**src/ucb_pkg.sv**
```systemverilog
// Shared constants for the uncore event counter bank
package ucb_pkg;

  // Bank geometry
  localparam int UCB_NUM_REGS    = 8;
  localparam int UCB_NUM_EVT     = 6;
  localparam int UCB_HALF_W      = 32;
  localparam int UCB_QUAL_LSB    = 32;
  localparam int UCB_IDX_LAT_CTL = 6;
  localparam int UCB_IDX_LAT_ACC = 7;

  // Model register addresses
  localparam logic [31:0] UCB_ADDR_BUS_Q0  = 32'h0001_07CC;
  localparam logic [31:0] UCB_ADDR_BUS_Q1  = 32'h0001_07CD;
  localparam logic [31:0] UCB_ADDR_SNP_Q0  = 32'h0001_07CE;
  localparam logic [31:0] UCB_ADDR_SNP_Q1  = 32'h0001_07CF;
  localparam logic [31:0] UCB_ADDR_EXT_RD0 = 32'h0001_07D0;
  localparam logic [31:0] UCB_ADDR_EXT_RD1 = 32'h0001_07D1;
  localparam logic [31:0] UCB_ADDR_LAT_CTL = 32'h0001_07D2;
  localparam logic [31:0] UCB_ADDR_LAT_ACC = 32'h0001_07D3;

  // Counter read instruction index window
  localparam logic [31:0] UCB_CTR_IDX_FIRST = 32'h0000_0012;
  localparam logic [31:0] UCB_CTR_IDX_LAST  = 32'h0000_0019;

  // Latency control field and reset values
  localparam int          UCB_LAT_EN_BIT = 26;
  localparam logic [63:0] UCB_REG_RST    = 64'h0000_0000_0000_0000;

endpackage

```
**src/ucb_reg_if.sv**
```systemverilog
// Write strobe, write data and held value of one bank register
`timescale 1ns/100ps
`default_nettype none
interface ucb_reg_if;
  logic        wr;
  logic [63:0] wdata;
  logic [63:0] value;
  modport bank (input wr, input wdata, output value);
  modport host (output wr, output wdata, input value);
endinterface
`default_nettype wire
```
**src/ucb_counter_bank.sv**
```systemverilog
// Uncore event counter bank: register access, counter read port, checks
//
// Summary of operation
// - Low 32 bits of all eight registers read as 32-bit performance counters.
// - Counter read indices 18 to 25 select the registers in address order.
// - Counter read returns zero upper result and the 32-bit count lower.
// - Two bus queue event registers at 107CC and 107CD count queue conditions.
// - Bus queue registers: upper half qualifies, lower half counts.
// - Bus queue counter idles until an upper bit is non-zero.
// - Two snoop queue registers at 107CE and 107CF, same split.
// - Snoop queue counter counts only once an upper bit is non-zero.
// - Two external bus ready registers at 107D0 and 107D1 count bus conditions.
// - External bus counter starts once an upper qualification bit is set.
// - Writing 1 to latency control bit 26 enables latency accumulation.
// - Clearing bit 26 freezes the latency accumulator at its value.
// - Latency accumulator at 107D3 adds weighted cycles as 64-bit counter.
`timescale 1ns/100ps
`default_nettype none
module ucb_counter_bank
  import ucb_pkg::*;
#(
  parameter int unsigned LAT_W = 16
) (
  // Clock and reset
  input  wire logic                                 mclk,
  input  wire logic                                 rst_n,
  // Model register read and write port
  input  wire logic                                 mreg_req,
  input  wire logic                                 mreg_we,
  input  wire logic [31:0]                          mreg_addr,
  input  wire logic [63:0]                          mreg_wdata,
  output logic                                      mreg_ack,
  output logic                                      mreg_fault,
  output logic [63:0]                               mreg_rdata,
  // Counter read instruction port
  input  wire logic                                 ctr_rd_req,
  input  wire logic [31:0]                          ctr_rd_index,
  output logic                                      ctr_rd_ack,
  output logic                                      ctr_rd_fault,
  output logic [31:0]                               ctr_rd_upper,
  output logic [31:0]                               ctr_rd_lower,
  // Event sources
  input  wire logic [UCB_NUM_EVT-1:0]               evt_inc,
  input  wire logic                                 lat_valid,
  input  wire logic [LAT_W-1:0]                     lat_weight,
  // Qualification fields to the event logic
  output logic [UCB_NUM_EVT-1:0][UCB_HALF_W-1:0]    evt_qual,
  output logic                                      lat_en
);

  typedef struct packed {
    logic        mreg_ack;
    logic        mreg_fault;
    logic [63:0] mreg_rdata;
    logic        ctr_ack;
    logic        ctr_fault;
    logic [31:0] ctr_upper;
    logic [31:0] ctr_lower;
  } ucb_top_state_t;

  ucb_top_state_t state_r;
  ucb_top_state_t state_nxt;

  logic [63:0]             reg_val [UCB_NUM_REGS];
  logic [UCB_NUM_REGS-1:0] wr_stb;
  logic [2:0]              mreg_idx;
  logic                    mreg_hit;
  logic [31:0]             ctr_off;
  logic                    ctr_hit;
  logic [2:0]              ctr_idx;

  ucb_reg_if rif [UCB_NUM_REGS] ();

  // Address decode of the eight registers
  always_comb begin
    mreg_hit = 1'b1;
    mreg_idx = 3'h0;
    unique case (mreg_addr)
      UCB_ADDR_BUS_Q0:  mreg_idx = 3'h0;
      UCB_ADDR_BUS_Q1:  mreg_idx = 3'h1;
      UCB_ADDR_SNP_Q0:  mreg_idx = 3'h2;
      UCB_ADDR_SNP_Q1:  mreg_idx = 3'h3;
      UCB_ADDR_EXT_RD0: mreg_idx = 3'h4;
      UCB_ADDR_EXT_RD1: mreg_idx = 3'h5;
      UCB_ADDR_LAT_CTL: mreg_idx = 3'h6;
      UCB_ADDR_LAT_ACC: mreg_idx = 3'h7;
      default: begin
        mreg_hit = 1'b0;
        mreg_idx = 3'h0;
      end
    endcase
  end

  // Counter index window, mapped in address order
  assign ctr_off = ctr_rd_index - UCB_CTR_IDX_FIRST;
  assign ctr_hit = (ctr_rd_index >= UCB_CTR_IDX_FIRST) && (ctr_rd_index <= UCB_CTR_IDX_LAST);
  assign ctr_idx = ctr_off[2:0];

  // Per-register strobes and value taps
  genvar gi;
  generate
    for (gi = 0; gi < UCB_NUM_REGS; gi++) begin : g_reg
      assign rif[gi].wr    = mreg_req && mreg_we && mreg_hit && (mreg_idx == 3'(gi));
      assign rif[gi].wdata = mreg_wdata;
      assign reg_val[gi]   = rif[gi].value;
      assign wr_stb[gi]    = rif[gi].wr;
    end
    for (gi = 0; gi < UCB_NUM_EVT; gi++) begin : g_evt
      ucb_event_reg u_evt (
        .mclk  (mclk),
        .rst_n (rst_n),
        .inc   (evt_inc[gi]),
        .rif   (rif[gi])
      );
      assign evt_qual[gi] = reg_val[gi][63:UCB_QUAL_LSB];
    end
  endgenerate

  ucb_latency #(
    .LAT_W (LAT_W)
  ) u_lat (
    .mclk       (mclk),
    .rst_n      (rst_n),
    .lat_valid  (lat_valid),
    .lat_weight (lat_weight),
    .ctl_if     (rif[UCB_IDX_LAT_CTL]),
    .acc_if     (rif[UCB_IDX_LAT_ACC]),
    .lat_en     (lat_en)
  );

  // Answers of both ports, registered one cycle after the request
  always_comb begin
    state_nxt           = state_r;
    state_nxt.mreg_ack  = mreg_req;
    state_nxt.ctr_ack   = ctr_rd_req;
    state_nxt.ctr_upper = 32'h0000_0000;
    if (mreg_req) begin
      state_nxt.mreg_fault = !mreg_hit;
      state_nxt.mreg_rdata = 64'h0000_0000_0000_0000;
      if (!mreg_we && mreg_hit) begin
        state_nxt.mreg_rdata = reg_val[mreg_idx];
      end
    end
    if (ctr_rd_req) begin
      state_nxt.ctr_fault = !ctr_hit;
      state_nxt.ctr_lower = 32'h0000_0000;
      if (ctr_hit) begin
        state_nxt.ctr_lower = reg_val[ctr_idx][31:0];
      end
    end
  end

  always_ff @(posedge mclk or negedge rst_n) begin
    if (!rst_n) begin
      state_r <= '0;
    end else begin
      state_r <= state_nxt;
    end
  end

  // Port views of the state
  assign mreg_ack     = state_r.mreg_ack;
  assign mreg_fault   = state_r.mreg_fault;
  assign mreg_rdata   = state_r.mreg_rdata;
  assign ctr_rd_ack   = state_r.ctr_ack;
  assign ctr_rd_fault = state_r.ctr_fault;
  assign ctr_rd_upper = state_r.ctr_upper;
  assign ctr_rd_lower = state_r.ctr_lower;

  logic [63:0] lat_weight_ext;
  assign lat_weight_ext = {{(64-LAT_W){1'b0}}, lat_weight};
endmodule
`default_nettype wire

```
**src/ucb_event_reg.sv**
```systemverilog
// One event register: qualification half and 32-bit counter half
`timescale 1ns/100ps
`default_nettype none
module ucb_event_reg
  import ucb_pkg::*;
(
  // Clock and reset
  input  wire logic mclk,
  input  wire logic rst_n,
  // Event occurrence from the qualifying logic
  input  wire logic inc,
  // Register access
  ucb_reg_if.bank   rif
);

  typedef struct packed {
    logic [31:0] qual;
    logic [31:0] count;
  } ucb_evt_state_t;

  ucb_evt_state_t state_r;
  ucb_evt_state_t state_nxt;

  // Full 64-bit write wins; otherwise count while any qualification bit is set
  always_comb begin
    state_nxt = state_r;
    if (rif.wr) begin
      state_nxt = ucb_evt_state_t'(rif.wdata);
    end else if ((|state_r.qual) && inc) begin
      state_nxt.count = state_r.count + 32'h0000_0001;
    end
  end

  always_ff @(posedge mclk or negedge rst_n) begin
    if (!rst_n) begin
      state_r <= ucb_evt_state_t'(UCB_REG_RST);
    end else begin
      state_r <= state_nxt;
    end
  end

  assign rif.value = state_r;

endmodule
`default_nettype wire

```
**src/ucb_latency.sv**
```systemverilog
// Latency control register and 64-bit weighted latency accumulator
`timescale 1ns/100ps
`default_nettype none
module ucb_latency
  import ucb_pkg::*;
#(
  parameter int unsigned LAT_W = 16
) (
  // Clock and reset
  input  wire logic             mclk,
  input  wire logic             rst_n,
  // Weighted latency samples
  input  wire logic             lat_valid,
  input  wire logic [LAT_W-1:0] lat_weight,
  // Register access
  ucb_reg_if.bank               ctl_if,
  ucb_reg_if.bank               acc_if,
  // Enable seen by the queue logic
  output logic                  lat_en
);

  typedef struct packed {
    logic [63:0] ctl;
    logic [63:0] acc;
  } ucb_lat_state_t;

  ucb_lat_state_t state_r;
  ucb_lat_state_t state_nxt;

  // Accumulate while the enable bit is set, hold otherwise
  always_comb begin
    state_nxt = state_r;
    if (ctl_if.wr) begin
      state_nxt.ctl = ctl_if.wdata;
    end
    if (acc_if.wr) begin
      state_nxt.acc = acc_if.wdata;
    end else if (state_r.ctl[UCB_LAT_EN_BIT] && lat_valid) begin
      state_nxt.acc = state_r.acc + {{(64-LAT_W){1'b0}}, lat_weight};
    end
  end

  always_ff @(posedge mclk or negedge rst_n) begin
    if (!rst_n) begin
      state_r <= {UCB_REG_RST, UCB_REG_RST};
    end else begin
      state_r <= state_nxt;
    end
  end

  // Register views
  assign ctl_if.value = state_r.ctl;
  assign acc_if.value = state_r.acc;
  assign lat_en       = state_r.ctl[UCB_LAT_EN_BIT];

endmodule
`default_nettype wire

```
**config.mk**
```make
export PLATFORM = sky130hd
export DESIGN_NAME = ucb_counter_bank
export DESIGN_NICKNAME = d
export VERILOG_FILES = /design/src/ucb_pkg.sv /design/src/ucb_reg_if.sv /design/src/ucb_counter_bank.sv /design/src/ucb_event_reg.sv /design/src/ucb_latency.sv
export SDC_FILE = /design/constraint.sdc
export NUM_CORES = 2
export LEC_CHECK = 0
export ABC_AREA = 1
export BUFFER_PORTS_ARGS = -buffer_cell sky130_fd_sc_hd__buf_2
export CORE_MARGIN = 8
export CORE_UTILIZATION = 40
export DETAILED_ROUTE_END_ITERATION = 7
export GPL_ROUTABILITY_DRIVEN = 0
export SYNTH_ARGS = -nofsm -noshare
export SYNTH_HDL_FRONTEND = slang
export SYNTH_SLANG_ARGS = --single-unit
```
**constraint.sdc**
```tcl
create_clock -name mclk -period 2.8 [get_ports mclk]
set_input_delay 0.56 -clock mclk [delete_from_list [all_inputs] [get_ports mclk]]
set_output_delay 0.56 -clock mclk [all_outputs]
set_load 0.1 [all_outputs]
```
==> Word level (Yosys, flattened, before mapping) <==
Index checks and enable logic that the tools add are counted.
{ "totals": {"register_bits": 612, "input_bits": 156, "word_cells": 110} }
{ "classes": {"add_sub_neg": 8, "n_lt_le_gt_ge": 4, "n_eq_ne": 15, "muxes": 24, "n_bitwise": 2, "reduce_logical": 37} }
{ "op_table": {"columns": ["operator", "n"], "rows": [
  ["$mux 32", 15],
  ["$bmux 64 s3", 2],
  ["$mux 64", 5],
  ["$eq 32x17->1 const B", 8],
  ["$add 32x1->32 const B", 6],
  ["$reduce_or 32->1", 6],
  ["$add 64x16->64", 1],
  ["$ge 32x5->1 const B", 1],
  ["$le 32x5->1 const B", 1],
  ["$pmux 3 s7", 1],
  ["$logic_and 1x1->1", 19],
  ["$reduce_bool 2->1", 7],
  ["$eq 3x3->1 const B", 4],
  ["$ge 4x4->1 const B", 2],
  ["$not 3->4", 2],
  ["$reduce_or 8->1", 1],
  ["$eq 3x2->1 const B", 2],
  ["$eq 3x1->1 const B", 1],
  ["$logic_not 1->1", 3],
  ["$logic_not 3->1", 1],
  ["$sub 3x2->3 const B", 1],
  ["$mux 1", 1]
]} }

==> Longest topological paths before layout <==
{ "logic_depth": {"depth_word": 7, "mapped_depth": 16, "ltp_nobuf": 16} }

==> By module <==
From an unflattened synthesis, not the netlist that was laid out.
{ "hier_totals": {"cells_unflattened": 7338, "hier_area_um2": 45818.9} }
{ "by_module_without_submodules": {"columns": ["module", "n_inst", "cells_each", "area_per_inst_um2", "seq_area_each_um2"], "rows": [
  ["ucb_event_reg", 6, 575, 3885.0, 1601.5],
  ["ucb_counter_bank", 1, 2735, 14152.3, 2502.4],
  ["ucb_latency", 1, 1153, 8356.8, 3203.1]
]} }

==> Least setup slack after synthesis <==
No wires, ideal clock.
{ "synth_timing": {"path_kind": "in2reg", "start": "input port lat_weight[0]", "end": "register u_lat.state_r, in the netlist u_lat.acc_if.value[18]", "arrival_ns": 2.120, "t_required_ns": 2.679, "slack_ns": 0.558, "stages": 13, "path_cell_list": "ha_1 > fa_1 > nand3_1 > nand2_1 > nand2_1 > nand2_1 > nand2_1 > nand2_1 > nand2_1 > o21bai_1 > xor2_1 > nand2_1 > nand2_1"} }
{ "synth_via": {"elab_chain_len": 3} }
{ "synth_lines": {"columns": ["item", "line", "text"], "rows": [
  ["start: declaration", "ucb_counter_bank.sv:45", "input wire logic [LAT_W-1:0] lat_weight,"],
  ["$add 64x16->64", "ucb_latency.sv:39", "state_nxt.acc = state_r.acc + {{(64-LAT_W){1'b0}}, lat_weight};"],
  ["$mux 64", "ucb_latency.sv:38", "end else if (state_r.ctl[UCB_LAT_EN_BIT] && lat_valid) begin"],
  ["$mux 64", "ucb_latency.sv:36", "if (acc_if.wr) begin"],
  ["end signal: assignment", "ucb_latency.sv:45", "state_r <= {UCB_REG_RST, UCB_REG_RST};"],
  ["end signal: assignment", "ucb_latency.sv:47", "state_r <= state_nxt;"],
  ["end: declaration", "ucb_latency.sv:27", "ucb_lat_state_t state_r;"]
]} }
No other way between the ends. The select of a mux whose other input is x is not followed.
A chain may end at the register's enable or synchronous reset.

==> Worst setup path after layout <==
{ "layout_timing": {"start": "register g_evt[4].u_evt.state_r, in the netlist g_evt[4].u_evt.rif.value[0]", "end": "register g_evt[4].u_evt.state_r, in the netlist g_evt[4].u_evt.rif.value[31]"} }
{ "layout_via": {"elab_chain_len": 3} }
{ "layout_lines": {"columns": ["item", "line", "text"], "rows": [
  ["start: declaration", "ucb_event_reg.sv:21", "ucb_evt_state_t state_r;"],
  ["start signal: assignment", "ucb_event_reg.sv:36", "state_r <= ucb_evt_state_t'(UCB_REG_RST);"],
  ["start signal: assignment", "ucb_event_reg.sv:38", "state_r <= state_nxt;"],
  ["$add 32x1->32", "ucb_event_reg.sv:30", "state_nxt.count = state_r.count + 32'h0000_0001;"],
  ["$mux 32", "ucb_event_reg.sv:29", "end else if ((|state_r.qual) && inc) begin"],
  ["$mux 32", "ucb_event_reg.sv:27", "if (rif.wr) begin"]
]} }
No other way between the ends. The select of a mux whose other input is x is not followed.

==> flow_metrics.tcl <==
set metrics [dict create \
    status "finished, final reports clean" \
    finalHoldViolations 0 \
    layout_setup_ws_ns 0.189 \
    start_kind "flop" \
    cts-root-buf "clkbuf_16" \
    cp_data_arrival_time_ns 3.15 \
    rows 116 \
    clock.fmax_mhz 383 \
    rsz0062_at_grt "false" \
    num-nets-final 6609 \
    hold_class "primary input to flop" \
    min_path_cells 1 \
    dieArea_um2 111000 \
    synth_warnings 0 \
    slew_viol_final 0 \
    yosys_most_used_dff "dfrtp_1" \
    grt_pass1_vias 41400 \
    die_h_um 333 \
    synth_compound_gate_area_share 0.111 \
    fillers 10400 \
    synthesis.area_um2 40300 \
    synthXorXnorAreaFrac 0.0232 \
    io_buffer_count 448 \
    grt_antenna_before_repair 9 \
    fp.dieW_um 333 \
    postCtsSetupBuffers 0 \
    hold_slack_ns 0.0723 \
    area_growth_pct 16.7 \
    hold_start "ctr_rd_req" \
    wl_met1_um 72300 \
    drt_wl_total_um 187000 \
    synth_top_family_by_area "simple AND/OR/NAND/NOR gates" \
    route.detailed.wl_per_inst_um 24.0 \
    irDropWorstVdd_uv 473 \
    synth.distinct_cells 52 \
    reg2regPathDepth 11 \
    powerDensity_nw_per_um2 439 \
    skew_ns 0.0301 \
    grtUsageTotal 0.323 \
    avgSynthCellArea_um2 6.63 \
    fin_tns_setup_ns 0 \
    overflow 0 \
    clock_latency_ns 0.66 \
    grt_max_degree 84 \
    via_per_inst 5.63 \
    final_util 0.470 \
    cts-htree-levels 3 \
    cts_tree "yes" \
    numCtsBuffers 75 \
    critical_path_class "flop to flop" \
    cp.required_ns 3.33 \
    fin_crit_sh 0.932 \
    numClockSinks 612 \
    power_leakage_nw 24.8 \
    synth_simple_gate_area_frac 0.361 \
    synth_seq_cells 612 \
    worstReg2RegEnd "g_evt[4].u_evt.rif.value[31]" \
    setup_viol 0 \
    preCtsSetupSlack_ns -0.177 \
    synthMuxAreaShare 0.000559 \
    post-route-min-period_ns 2.61 \
    worst_pin_slew_ns 1.10 \
    drc 0 \
    yosysSeqAreaShare 0.380 \
    relSlewSlack 0.264 \
    fp.coreArea_um2 100000 \
    synth_edf_count 0 \
    grt_pass1_wl_um 276000 \
    reg2reg_slack_ns 0.19 \
    rr_startpoint "g_evt[4].u_evt.rif.value[0]" \
    clockBufferDepth 3 \
    top_level_ports 481 \
    wl_met3_um 20400 \
    worstPathMaxFanout 9 \
    synthArstFlopShare 1.00 \
    start_util 0.403 \
    vias 43800 \
    routed.top_layer "met5" \
    min_to "ctr_rd_ack" \
    dp_hpwl_um 143000 \
    drv_cap 0 \
    dr_wl_met2_um 81400 \
    synth_cells 6084 \
    dr.pass1.iters 6 \
    clk_pin_slew_ns 0.06 \
    drive_gt1_frac 0.142 \
    synth_adder_area_share 0.00732 \
    critPathCaptureType "flop" \
    ant_nets 0 \
    dr.first_iter.drc_count 6002 \
]
[per-layer routing]
metal | up-vias | global-route usage
li1 | 19900 | -
met1 | 20600 | 0.419
met2 | 2755 | 0.500
met3 | 558 | 0.0702
met4 | 4 | 0.181
met5 | - | 0
[stage by stage]
stage | instance area, µm² | total power [mW] | cells
after detailed placement | 44600 | 10.8 | 7650
after global routing | 47000 | 21.2 | 7786
final | 47000 | 20.7 | 7791
after global placement | 44600 | 10.8 | 7650
after CTS | 47000 | 20.7 | 7784
after floorplan | 40400 | 9.89 | 6115
[area by class of cell]
type	count	area (µm²)	share of cell area
clock buffer	115	2220	0.0472
antenna	7	17.5	0.000372
inverter	487	1830	0.0389
timing repair buffer	744	5320	0.113
multi-input combinational	4510	20500	0.436
clock inverter	18	218	0.00463
tap	1298	1620	0.0345
sequential	612	15300	0.326
[registers in the layout, indices dropped and copies added, names as in the netlist]
register and flops:
ctr_rd_lower 32, g_evt.u_evt.rif.value 384, mreg_ack 1, u_lat.acc_if.value 64, ctr_rd_ack 1, mreg_fault 1
u_lat.ctl_if.value 64, ctr_rd_fault 1, mreg_rdata 64
[worst max-delay path, cell delays in order, from the launching register on]
cell	delay, ns
dfrtp_1	0.43
nand3_1	0.14
nor2_1	0.19
nand2_1	0.10
nor2_1	0.36
nand4_1	0.33
nor2_2	0.44
nand3_1	0.17
inv_1	0.10
nand3_1	0.07
nand3_1	0.11
nand2_1	0.06
[synthesized netlist by cell type, types with 4 or more instances]
master / instances / share of area
xor2_1: 77 / 0.017
nor2_4: 5 / 0.0014
nand3_1: 389 / 0.048
nand3b_1: 22 / 0.0041
or2_2: 15 / 0.0023
nand4_1: 104 / 0.016
nor2_1: 1148 / 0.11
ha_1: 22 / 0.0068
nand2_2: 5 / 0.00078
a21oi_1: 111 / 0.014
xnor2_1: 30 / 0.0065
nor4_1: 28 / 0.0043
nor3_1: 64 / 0.0079
o22ai_1: 11 / 0.0017
buf_1: 20 / 0.0019
a221oi_1: 8 / 0.0017
o21a_1: 4 / 0.00074
nand2_1: 1763 / 0.16
inv_1: 478 / 0.044
nor2_2: 9 / 0.0014
buf_2: 104 / 0.013
dfrtp_1: 612 / 0.38
a22oi_1: 51 / 0.0095
a22o_1: 9 / 0.0020
o21bai_1: 13 / 0.0024
buf_4: 228 / 0.042
o221ai_1: 20 / 0.0043
inv_2: 7 / 0.00065
clkbuf_1: 153 / 0.014
o21ai_0: 404 / 0.050
o211ai_1: 80 / 0.015
o21ai_1: 58 / 0.0072
[repair_timing]
action | CTS | global route
hold endpoints to repair | 41 | 0
gates resized for setup | 0 | 2
endpoints found under the setup margin | 0 | 14
hold buffers | 1 | 0
[layout by cell type (no fill, tap or decap), types with 28 or more instances in the layout]
cell,synthesis,layout
o21ai_1,58,57
clkbuf_16,0,76
buf_4,228,229
buf_2,104,446
inv_1,478,478
nor2_1,1148,1143
o211ai_1,80,80
conb_1,1,32
a21oi_1,111,111
xor2_1,77,77
nand2_1,1763,1755
nand3_1,389,389
a22oi_1,51,51
dfrtp_1,612,612
nor4_1,28,28
nor3_1,64,64
o21ai_0,404,404
buf_12,0,67
xnor2_1,30,30
nand4_1,104,104
[kinds of logic after synthesis]
group	Yosys count
flops	612
simple gates	3567
fa+ha+maj	23
mux	2
compound gates	779
buf+inv	993
xor+xnor	107
other cells	1
[power breakdown]
group          internal (mW)  switching (mW)
clock network           5.69            4.26
registers               8.91           0.103
logic                  0.398            1.30
total                   15.0            5.67
[worst max path at each step]
stage | startpoint | slack, ns | endpoint | cells after the start
finish | g_evt[4].u_evt.rif.value[0] | 0.19 | g_evt[4].u_evt.rif.value[31] | 11
global placement | mreg_addr[20] | -0.20 | g_evt[0].u_evt.rif.value[31] | 14
detailed placement | mreg_addr[20] | -0.18 | g_evt[0].u_evt.rif.value[31] | 14
global route | g_evt[4].u_evt.rif.value[0] | 0.03 | g_evt[4].u_evt.rif.value[28] | 11
CTS | g_evt[0].u_evt.rif.value[59] | 0.08 | g_evt[0].u_evt.rif.value[31] | 10
floorplan | lat_weight[0] | 0.56 | u_lat.acc_if.value[18] | 13
(Power assumes the default switching activity.)
